`config.mk`:
```
export PLATFORM = sky130hd
export DESIGN_NAME = cpb_top
export DESIGN_NICKNAME = d
export VERILOG_FILES = /design/src/rtl/cpb_pkg.sv /design/src/rtl/cpb_wait_if.sv /design/src/rtl/cpb_wait_ctr.sv /design/src/rtl/cpb_top.sv
export VERILOG_INCLUDE_DIRS = /design/src /design/src/rtl
export SDC_FILE = /design/constraint.sdc
export NUM_CORES = 1
export LEC_CHECK = 0
export BUFFER_PORTS_ARGS = -buffer_cell sky130_fd_sc_hd__buf_2
export CAP_MARGIN = 15
export CORE_UTILIZATION = 48
export DETAILED_ROUTE_END_ITERATION = 10
export GPL_TIMING_DRIVEN = 0
export MAX_ROUTING_LAYER = met4
export PLACE_DENSITY = 0.83
export SLEW_MARGIN = 20
export SYNTH_ARGS = -nofsm -noshare
export SYNTH_HDL_FRONTEND = slang
export SYNTH_SLANG_ARGS = --single-unit
export TNS_END_PERCENT = 50
```
`constraint.sdc`:
```
create_clock -name core_clk_in -period 2.1 [get_ports core_clk_in]
set_input_delay 0.21 -clock core_clk_in [delete_from_list [all_inputs] [get_ports core_clk_in]]
set_output_delay 0.21 -clock core_clk_in [all_outputs]
set_load 0.005 [all_outputs]
```
`src/rtl/cpb_regs.svh`:
```
// constants for the clock, power and boot configuration block
// assumes inclusion by the design modules cpb_wait_ctr and cpb_top
`ifndef CPB_REGS_SVH
`define CPB_REGS_SVH
// --------------------------------------------------------------
// boot_config_zero field positions
// --------------------------------------------------------------
`define CPB_PD_BIT 0
`define CPB_BW_BIT 1
`define CPB_WCTL_BIT 2
`define CPB_SPLIT_BUS_SEL_BIT 3
`define CPB_WS_LSB 4
`define CPB_WS_MSB 5
`define CPB_FIXED_LSB 6
`define CPB_FIXED_MSB 7
`define CPB_CFG0_RST 8'hC0
`define CPB_BYTE1_RST 8'h00
// --------------------------------------------------------------
// sleep keys, wait step, strap patterns
// --------------------------------------------------------------
`define CPB_KEY_IDLE 8'h01
`define CPB_KEY_PDOWN 8'h02
`define CPB_KEY_STBY 8'h03
`define CPB_WS_STEP 4'h5
`define CPB_STRAP_X1 2'h0
`define CPB_STRAP_X2 2'h1
`define CPB_STRAP_X4 2'h3
`define CPB_DIV_LAST 2'h3
// --------------------------------------------------------------
// timing
// --------------------------------------------------------------
`define CPB_CORE_PERIOD_NS 10
`define CPB_F_MAX_MHZ 50
`endif

```
`src/rtl/cpb_pkg.sv`:
```
// types for the clock, power and boot configuration block
// assumes cpb_regs.svh is on the include path
package cpb_pkg;
   // power mode
   typedef enum logic [1:0] {
      CPB_PM_RUN = 2'b00,
      CPB_PM_IDLE = 2'b01,
      CPB_PM_STBY = 2'b10,
      CPB_PM_PDOWN = 2'b11
   } cpb_pm_t;
   // boot sequence
   typedef enum logic [1:0] {
      CPB_BOOT_LOAD0 = 2'b00,
      CPB_BOOT_FETCH1 = 2'b01,
      CPB_BOOT_DONE = 2'b10
   } cpb_boot_t;
endpackage : cpb_pkg

```
`src/rtl/cpb_wait_if.sv`:
```
// carrier between the boot sequencer and its wait-state counter
// assumes one clock domain shared by both ends
`timescale 1ns/10ps
interface cpb_wait_if;
   logic start;
   logic tick;
   logic ready;
   logic [3:0] count;
   logic done;
   modport seq (output start, output tick, output ready, output count, input done);
   modport ctr (input start, input tick, input ready, input count, output done);
endinterface : cpb_wait_if

```
`src/rtl/cpb_wait_ctr.sv`:
```
// wait-state counter for the external fetch of boot byte one
// assumes tick marks the end of each state time
`timescale 1ns/10ps
`include "cpb_regs.svh"
module cpb_wait_ctr
   import cpb_pkg::*;
#(
   parameter int WAIT_W = 4
) (
   input wire logic core_clk_in,
   input wire logic reset_n_in,
   cpb_wait_if.ctr wif
);
   // ----------------------------------------------------------
   // elaboration check
   // ----------------------------------------------------------
   if (WAIT_W != 4) begin : g_bad_width
      $error("cpb_wait_ctr: WAIT_W must be 4");
   end

   logic [WAIT_W-1:0] count_reg;
   logic [WAIT_W-1:0] count_next;
   logic busy_reg;
   logic busy_next;
   logic zero_reg;
   logic zero_next;
   logic done_reg;
   logic done_next;

   // ----------------------------------------------------------
   // next state
   // ----------------------------------------------------------
   always_comb begin
      count_next = count_reg;
      busy_next = busy_reg;
      zero_next = zero_reg;
      done_next = 1'b0;
      if (wif.start) begin
         count_next = wif.count;
         busy_next = 1'b1;
         zero_next = (wif.count == 4'h0);
      end else if (busy_reg) begin
         if (count_reg != 4'h0) begin
            if (wif.tick) begin
               count_next = count_reg - 4'h1;
            end
         end else if (zero_reg || wif.ready) begin
            done_next = 1'b1;
            busy_next = 1'b0;
         end
      end
   end

   always_ff @(posedge core_clk_in or negedge reset_n_in) begin
      if (!reset_n_in) begin
         count_reg <= 4'h0;
         busy_reg <= 1'b0;
         zero_reg <= 1'b0;
         done_reg <= 1'b0;
      end else begin
         count_reg <= count_next;
         busy_reg <= busy_next;
         zero_reg <= zero_next;
         done_reg <= done_next;
      end
   end

   assign wif.done = done_reg;
endmodule : cpb_wait_ctr

```
`src/rtl/cpb_top.sv`:
```
// clock multiplier, phase generation, power modes and boot configuration
// assumes straps, keys and interrupts are synchronous to core_clk_in,
// which stands for the fastest (times four) internal clock
`timescale 1ns/10ps
`include "cpb_regs.svh"
// Operation
// - straps 00, 01, 11 give times one, two, four operating rate
// - each phase clock runs at half rate; state time is two periods
// - valid key enters power saving when enabled; invalid key resets
// - idle stops processor clock, peripheral clocks keep running
// - idle left on hardware reset or any enabled interrupt
// - standby holds all internal clocks low, oscillator keeps running
// - standby left only on hardware reset or enabled external interrupt
// - powerdown holds clocks low and stops oscillator; state is kept
// - reset sequence copies boot bytes into configuration registers
// - config register zero gates deep sleep keys, selects write mode
// - wait field codes 00,01,10,11 give 0,5,10,15 wait states
// - nonzero wait count extends while ready is low
// - bit 0 enables powerdown and standby when one
// - bit 1 selects 8-bit or 16-bit fetch of boot byte one
// - bit 3 selects multiplexed or data-only shared bus for fetch
// - bit 2 selects split write strobes or high enable plus strobe
module cpb_top
   import cpb_pkg::*;
(
   input wire logic core_clk_in,
   input wire logic reset_n_in,
   input wire logic mult_strap_low_in,
   input wire logic mult_strap_high_in,
   input wire logic [7:0] boot_byte_zero_in,
   input wire logic [7:0] boot_byte_one_in,
   input wire logic ready_in,
   input wire logic sleep_instr_in,
   input wire logic [7:0] sleep_key_in,
   input wire logic int_pending_in,
   input wire logic ext_int_pending_in,
   output logic phase_one_clk_out,
   output logic phase_two_clk_out,
   output logic state_clock_out,
   output logic cpu_clk_en_out,
   output logic periph_clk_en_out,
   output logic osc_run_out,
   output logic key_reset_out,
   output logic [7:0] boot_config_zero_out,
   output logic [7:0] boot_byte_one_out,
   output logic config_done_out,
   output logic fetch_req_out,
   output logic fetch_width_sel_out,
   output logic split_bus_sel_out,
   output logic write_ctl_sel_out,
   output cpb_pm_t pm_mode_out
);
   cpb_wait_if wif ();

   // ----------------------------------------------------------
   // state
   // ----------------------------------------------------------
   cpb_boot_t boot_reg;
   cpb_boot_t boot_next;
   cpb_pm_t pm_reg;
   cpb_pm_t pm_next;
   logic [1:0] strap_reg;
   logic [1:0] strap_next;
   logic [1:0] div_reg;
   logic [1:0] div_next;
   logic phase_reg;
   logic phase_next;
   logic [7:0] cfg0_reg;
   logic [7:0] cfg0_next;
   logic [7:0] byte1_reg;
   logic [7:0] byte1_next;
   logic ph1_reg;
   logic ph1_next;
   logic ph2_reg;
   logic ph2_next;
   logic cpu_en_reg;
   logic cpu_en_next;
   logic per_en_reg;
   logic per_en_next;
   logic osc_reg;
   logic osc_next;
   logic key_rst_reg;
   logic key_rst_next;
   logic start_reg;
   logic start_next;
   logic done_reg;
   logic done_next;
   logic freq_reg;
   logic freq_next;
   logic ftick;
   logic clocks_on;
   logic clocks_on_next;

   // ----------------------------------------------------------
   // operating rate tick from the strap setting
   // ----------------------------------------------------------
   always_comb begin
      case (strap_reg)
         `CPB_STRAP_X4: ftick = 1'b1;
         `CPB_STRAP_X2: ftick = div_reg[0];
         default: ftick = (div_reg == `CPB_DIV_LAST);
      endcase
   end

   assign clocks_on = (pm_reg == CPB_PM_RUN) || (pm_reg == CPB_PM_IDLE);
   assign clocks_on_next = (pm_next == CPB_PM_RUN) || (pm_next == CPB_PM_IDLE);

   always_comb begin
      div_next = div_reg;
      phase_next = phase_reg;
      if (pm_reg != CPB_PM_PDOWN) begin
         div_next = div_reg + 2'h1;
      end
      if (ftick && clocks_on) begin
         phase_next = ~phase_reg;
      end
      ph1_next = clocks_on_next && !phase_next;
      ph2_next = clocks_on_next && phase_next;
   end

   always_ff @(posedge core_clk_in or negedge reset_n_in) begin
      if (!reset_n_in) begin
         div_reg <= 2'h0;
         phase_reg <= 1'b0;
         ph1_reg <= 1'b0;
         ph2_reg <= 1'b0;
      end else begin
         div_reg <= div_next;
         phase_reg <= phase_next;
         ph1_reg <= ph1_next;
         ph2_reg <= ph2_next;
      end
   end

   // ----------------------------------------------------------
   // wait counter hookup
   // ----------------------------------------------------------
   assign wif.start = start_reg;
   assign wif.tick = ftick && phase_reg;
   assign wif.ready = ready_in;
   assign wif.count = 4'(cfg0_reg[`CPB_WS_MSB:`CPB_WS_LSB] * `CPB_WS_STEP);

   cpb_wait_ctr #(
      .WAIT_W(4)
   ) u_wait (
      .core_clk_in(core_clk_in),
      .reset_n_in(reset_n_in),
      .wif(wif)
   );

   // ----------------------------------------------------------
   // boot sequence and power modes
   // ----------------------------------------------------------
   always_comb begin
      boot_next = boot_reg;
      pm_next = pm_reg;
      strap_next = strap_reg;
      cfg0_next = cfg0_reg;
      byte1_next = byte1_reg;
      key_rst_next = 1'b0;
      start_next = 1'b0;
      case (boot_reg)
         CPB_BOOT_LOAD0: begin
            strap_next = {mult_strap_high_in, mult_strap_low_in};
            cfg0_next = boot_byte_zero_in;
            start_next = 1'b1;
            boot_next = CPB_BOOT_FETCH1;
         end
         CPB_BOOT_FETCH1: begin
            if (wif.done) begin
               byte1_next = boot_byte_one_in;
               boot_next = CPB_BOOT_DONE;
            end
         end
         CPB_BOOT_DONE: begin
            case (pm_reg)
               CPB_PM_RUN: begin
                  if (sleep_instr_in) begin
                     case (sleep_key_in)
                        `CPB_KEY_IDLE: pm_next = CPB_PM_IDLE;
                        `CPB_KEY_PDOWN: begin
                           if (cfg0_reg[`CPB_PD_BIT]) begin
                              pm_next = CPB_PM_PDOWN;
                           end
                        end
                        `CPB_KEY_STBY: begin
                           if (cfg0_reg[`CPB_PD_BIT]) begin
                              pm_next = CPB_PM_STBY;
                           end
                        end
                        default: begin
                           key_rst_next = 1'b1;
                           boot_next = CPB_BOOT_LOAD0;
                        end
                     endcase
                  end
               end
               CPB_PM_IDLE: begin
                  if (int_pending_in) begin
                     pm_next = CPB_PM_RUN;
                  end
               end
               CPB_PM_STBY: begin
                  if (ext_int_pending_in) begin
                     pm_next = CPB_PM_RUN;
                  end
               end
               default: pm_next = CPB_PM_PDOWN;
            endcase
         end
         default: boot_next = CPB_BOOT_LOAD0;
      endcase
      cpu_en_next = (pm_next == CPB_PM_RUN) && (boot_next == CPB_BOOT_DONE);
      per_en_next = (pm_next == CPB_PM_RUN) || (pm_next == CPB_PM_IDLE);
      osc_next = (pm_next != CPB_PM_PDOWN);
      done_next = (boot_next == CPB_BOOT_DONE);
      freq_next = (boot_next == CPB_BOOT_FETCH1);
   end

   always_ff @(posedge core_clk_in or negedge reset_n_in) begin
      if (!reset_n_in) begin
         boot_reg <= CPB_BOOT_LOAD0;
         pm_reg <= CPB_PM_RUN;
         strap_reg <= `CPB_STRAP_X1;
         cfg0_reg <= `CPB_CFG0_RST;
         byte1_reg <= `CPB_BYTE1_RST;
         key_rst_reg <= 1'b0;
         start_reg <= 1'b0;
         done_reg <= 1'b0;
         freq_reg <= 1'b0;
         cpu_en_reg <= 1'b0;
         per_en_reg <= 1'b0;
         osc_reg <= 1'b1;
      end else begin
         boot_reg <= boot_next;
         pm_reg <= pm_next;
         strap_reg <= strap_next;
         cfg0_reg <= cfg0_next;
         byte1_reg <= byte1_next;
         key_rst_reg <= key_rst_next;
         start_reg <= start_next;
         done_reg <= done_next;
         freq_reg <= freq_next;
         cpu_en_reg <= cpu_en_next;
         per_en_reg <= per_en_next;
         osc_reg <= osc_next;
      end
   end

   // ----------------------------------------------------------
   // outputs
   // ----------------------------------------------------------
   assign phase_one_clk_out = ph1_reg;
   assign phase_two_clk_out = ph2_reg;
   assign state_clock_out = ph1_reg;
   assign cpu_clk_en_out = cpu_en_reg;
   assign periph_clk_en_out = per_en_reg;
   assign osc_run_out = osc_reg;
   assign key_reset_out = key_rst_reg;
   assign boot_config_zero_out = cfg0_reg;
   assign boot_byte_one_out = byte1_reg;
   assign config_done_out = done_reg;
   assign fetch_req_out = freq_reg;
   assign fetch_width_sel_out = cfg0_reg[`CPB_BW_BIT];
   assign split_bus_sel_out = cfg0_reg[`CPB_SPLIT_BUS_SEL_BIT];
   assign write_ctl_sel_out = cfg0_reg[`CPB_WCTL_BIT];
   assign pm_mode_out = pm_reg;
endmodule : cpb_top

```
==> impl_metrics.env <==
export IMPL_place_congestion=0.8253
export IMPL_cts_max_path_buffers=2
export IMPL_yosysWarnings=0
export IMPL_p_switching_mw=0.8549
export IMPL_row_count=21
export IMPL_viasPerCell=5.069
export IMPL_pwr_share_clk=0.186
export IMPL_internal_power_mw=1.992
export IMPL_antenna_left=0
export IMPL_area_delta_synth_final_pct=26.72
export IMPL_drive_gt1_frac=0.5124
export IMPL_worst_path_max_fanout=4
export IMPL_skew_ns=0.01448
export IMPL_drc_errors=0
export IMPL_finalSetupTns_ns=0
export IMPL_antenna_found_initial=0
export IMPL_cts_buffers=5
export IMPL_final_hold_violation_count=0
export IMPL_grt_ovfl_total=0
export IMPL_die_x_um=62
export IMPL_drt_initial_drc_count=15
export IMPL_cts_tree="built"
export IMPL_critPathCaptureType="flip-flop"
export IMPL_h_tree_depth=2
export IMPL_io_pins=62
export IMPL_place_ws_ns=0.3074
export IMPL_insertedDiodeCount=0
export IMPL_syn_avg_cell_area_sq_um=13.19
export IMPL_grtUsageTotal=0.1816
export IMPL_clock_sinks=41
export IMPL_drv_cap=0
export IMPL_die_h_um=62
export IMPL_fmax_ghz=0.5473
export IMPL_grt_start_max_net_pins=42
export IMPL_dp_cells=238
export IMPL_peakVddDrop_uv=899.3
export IMPL_layout_min_cycle_time_ns=1.827
export IMPL_worst_pin_slew_ns=0.8666
export IMPL_ys_seq_elements=41
export IMPL_grt_pass1_vias=1190
export IMPL_comb_power_share=0.352
export IMPL_setup_viol=0
export IMPL_seq_power_share=0.462
export IMPL_insertion_delay_ns=0.34
export IMPL_timing_slew_headroom=0.4222
export IMPL_pwr_density_cell_nw_per_um2=1300
export IMPL_vias=1252
export IMPL_rsz0062_at_grt="no"
export IMPL_finalMaxSlewViolations=0
export IMPL_core_sq_um=3390
export IMPL_io_buffers=61
export IMPL_drtPass1Iterations=4
export IMPL_start_util=0.5098
export IMPL_clock_root_buffer="clkbuf_4"
export IMPL_nets=235
export IMPL_wirelength_um=3066
export IMPL_dieArea_sq_um=3844
export IMPL_hp_class="input port to flip-flop"
export IMPL_status="complete, no violations"
export IMPL_cp_required_ns=2.33
export IMPL_post_cts_buffers=0
export IMPL_wl_per_cell_um=12.41
export IMPL_ys_types=32
export IMPL_total_leakage_power_nw=1.031
export IMPL_finalWorstSetupSlack_ns=0.2729
export IMPL_hpwl_um=2388
export IMPL_worst_endpoint_arrival_ns=2.05
export IMPL_switching_share=0.3003
export IMPL_syn_nets=166
export IMPL_grt_pass1_wl_um=4754
export IMPL_synthCells=131
export IMPL_cts_resized=0
export IMPL_synth_area_sq_um=1728
export IMPL_path_clk_slew_ns=0.12
export IMPL_path_class="flip-flop to flip-flop"
export IMPL_seq_area_frac_synth=0.5959
export IMPL_finalNonFillerCells=247
export IMPL_min_period_over_period=0.8700
export IMPL_startpoint_type="flip-flop"
[layer usage]
layer | GRT usage | part of all wire
met2 | 0.3222 | 0.53
met4 | 0.07937 | 0.017
met5 | - | 0
met1 | 0.1822 | 0.40
met3 | 0.05590 | 0.056
[area by class of cell]
class / instances / area (sq um)
Sequential cell: 41 / 1030
Clock buffer: 6 / 51.30
Buffer: 6 / 37.54
Timing Repair Buffer: 62 / 315.3
Multi-Input combinational cell: 81 / 649.4
Tap cell: 46 / 57.56
Inverter: 3 / 11.26
Clock inverter: 2 / 37.54
Fill cell: 269 / 1200
[synth_stat cells]
cell type / number / area share
o41a_1: 1 / 0.0065
or4_4: 1 / 0.0065
and2_1: 1 / 0.0036
o211ai_1: 1 / 0.0043
nor4_1: 3 / 0.011
ha_1: 3 / 0.022
clkbuf_1: 1 / 0.0022
xor2_1: 3 / 0.015
nor3b_1: 5 / 0.022
nand3b_1: 1 / 0.0043
a21oi_1: 2 / 0.0058
nor2_1: 11 / 0.024
inv_1: 3 / 0.0065
dfstp_2: 3 / 0.046
nand2b_1: 4 / 0.014
mux2_2: 22 / 0.14
o21ai_0: 4 / 0.012
o311ai_0: 1 / 0.0051
o31ai_4: 1 / 0.012
or3_1: 1 / 0.0036
nor3_1: 1 / 0.0029
o31ai_2: 1 / 0.0072
nand2_1: 6 / 0.013
nor2b_1: 2 / 0.0072
xnor2_1: 2 / 0.010
o21ai_2: 1 / 0.0051
buf_4: 4 / 0.017
mux2i_1: 1 / 0.0058
or3_4: 1 / 0.0065
nand3_1: 1 / 0.0029
buf_1: 1 / 0.0022
dfrtp_1: 38 / 0.55
[critical path, cell delays in order (launching register included)]
cell	delay, ns
dfrtp_1	0.39
inv_1	0.09
ha_1	0.20
nor3b_1	0.16
nor4_1	0.50
xnor2_1	0.11
mux2_2	0.27
[power by group through the flow]
stage	registers, mW	clock network, mW	logic [mW]
after global routing	1.36	0.572	1.13
final	1.32	0.528	1.00
after CTS	1.32	0.542	1.02
after detailed placement	1.33	0	1.02
after floorplan	1.32	0	0.631
after global placement	1.31	0	0.980
[repair_timing]
action                                  in CTS  in global routing
hold buffers                                 1                  0
endpoints found under the hold margin       29                  0
endpoints found under the setup margin       0                  0
[kinds of logic after synthesis]
group | after synthesis | share of synthesized area
DFF | 41 | 0.5959
muxes | 23 | 0.1492
xor gates and xnor gates | 5 | 0.02535
buffers and inverters | 9 | 0.02824
adders and majority gates | 3 | 0.02173
AOI/OAI and AO/OA | 12 | 0.05793
and+or+nand+nor | 38 | 0.1217
[final timing paths]
path | startpoint | endpoint | slack (ns) | cells past startpoint
setup reg to reg | u_wait.count_reg[0]$_DFFE_PN0P_ | u_wait.count_reg[0]$_DFFE_PN0P_ | 0.27 | 6
hold / removal | mult_strap_low_in | strap_reg[0]$_DFFE_PN0P_ | 0.09 | 2
hold reg to reg | u_wait.wif.done$_DFF_PN0_ | fetch_req_out$_DFF_PN0_ | 0.49 | 1
setup / recovery | u_wait.count_reg[0]$_DFFE_PN0P_ | u_wait.count_reg[0]$_DFFE_PN0P_ | 0.27 | 6
max in group asynchronous | reset_n_in | boot_byte_one_out[0]$_DFFE_PN0P_ | 1.04 | 2
min in group asynchronous | reset_n_in | key_reset_out$_DFF_PN0_ | 0.51 | 2
[per-stage QoR]
step | total power, mW | hold slack (ns) | utilization | area [sq um]
2_1_floorplan | 1.951 | -0.08559 | - | 1728
3_3_place_gp | 2.285 | 0.3522 | 0.6168 | 2091
3_5_place_dp | 2.349 | 0.3722 | 0.6168 | 2091
4_1_cts | 2.882 | 0.08014 | 0.6460 | 2190
5_1_grt | 3.065 | 0.07796 | 0.6460 | 2190
6_report | 2.847 | 0.08648 | 0.6460 | 2190
[cells in the final DEF (no fill, tap or decap), types with 2 or more instances in the layout]
master and n:
a21oi_1 2, buf_2 61, buf_4 4, clkbuf_4 5
dfrtp_1 38, dfstp_2 3, ha_1 3, inv_1 3
mux2_2 22, nand2_1 6, nand2b_1 4, nor2_1 11
nor2b_1 2, nor3b_1 5, nor4_1 3, o21ai_0 4
xnor2_1 2, xor2_1 3
No activity file was read; power rests on OpenSTA's default activity.
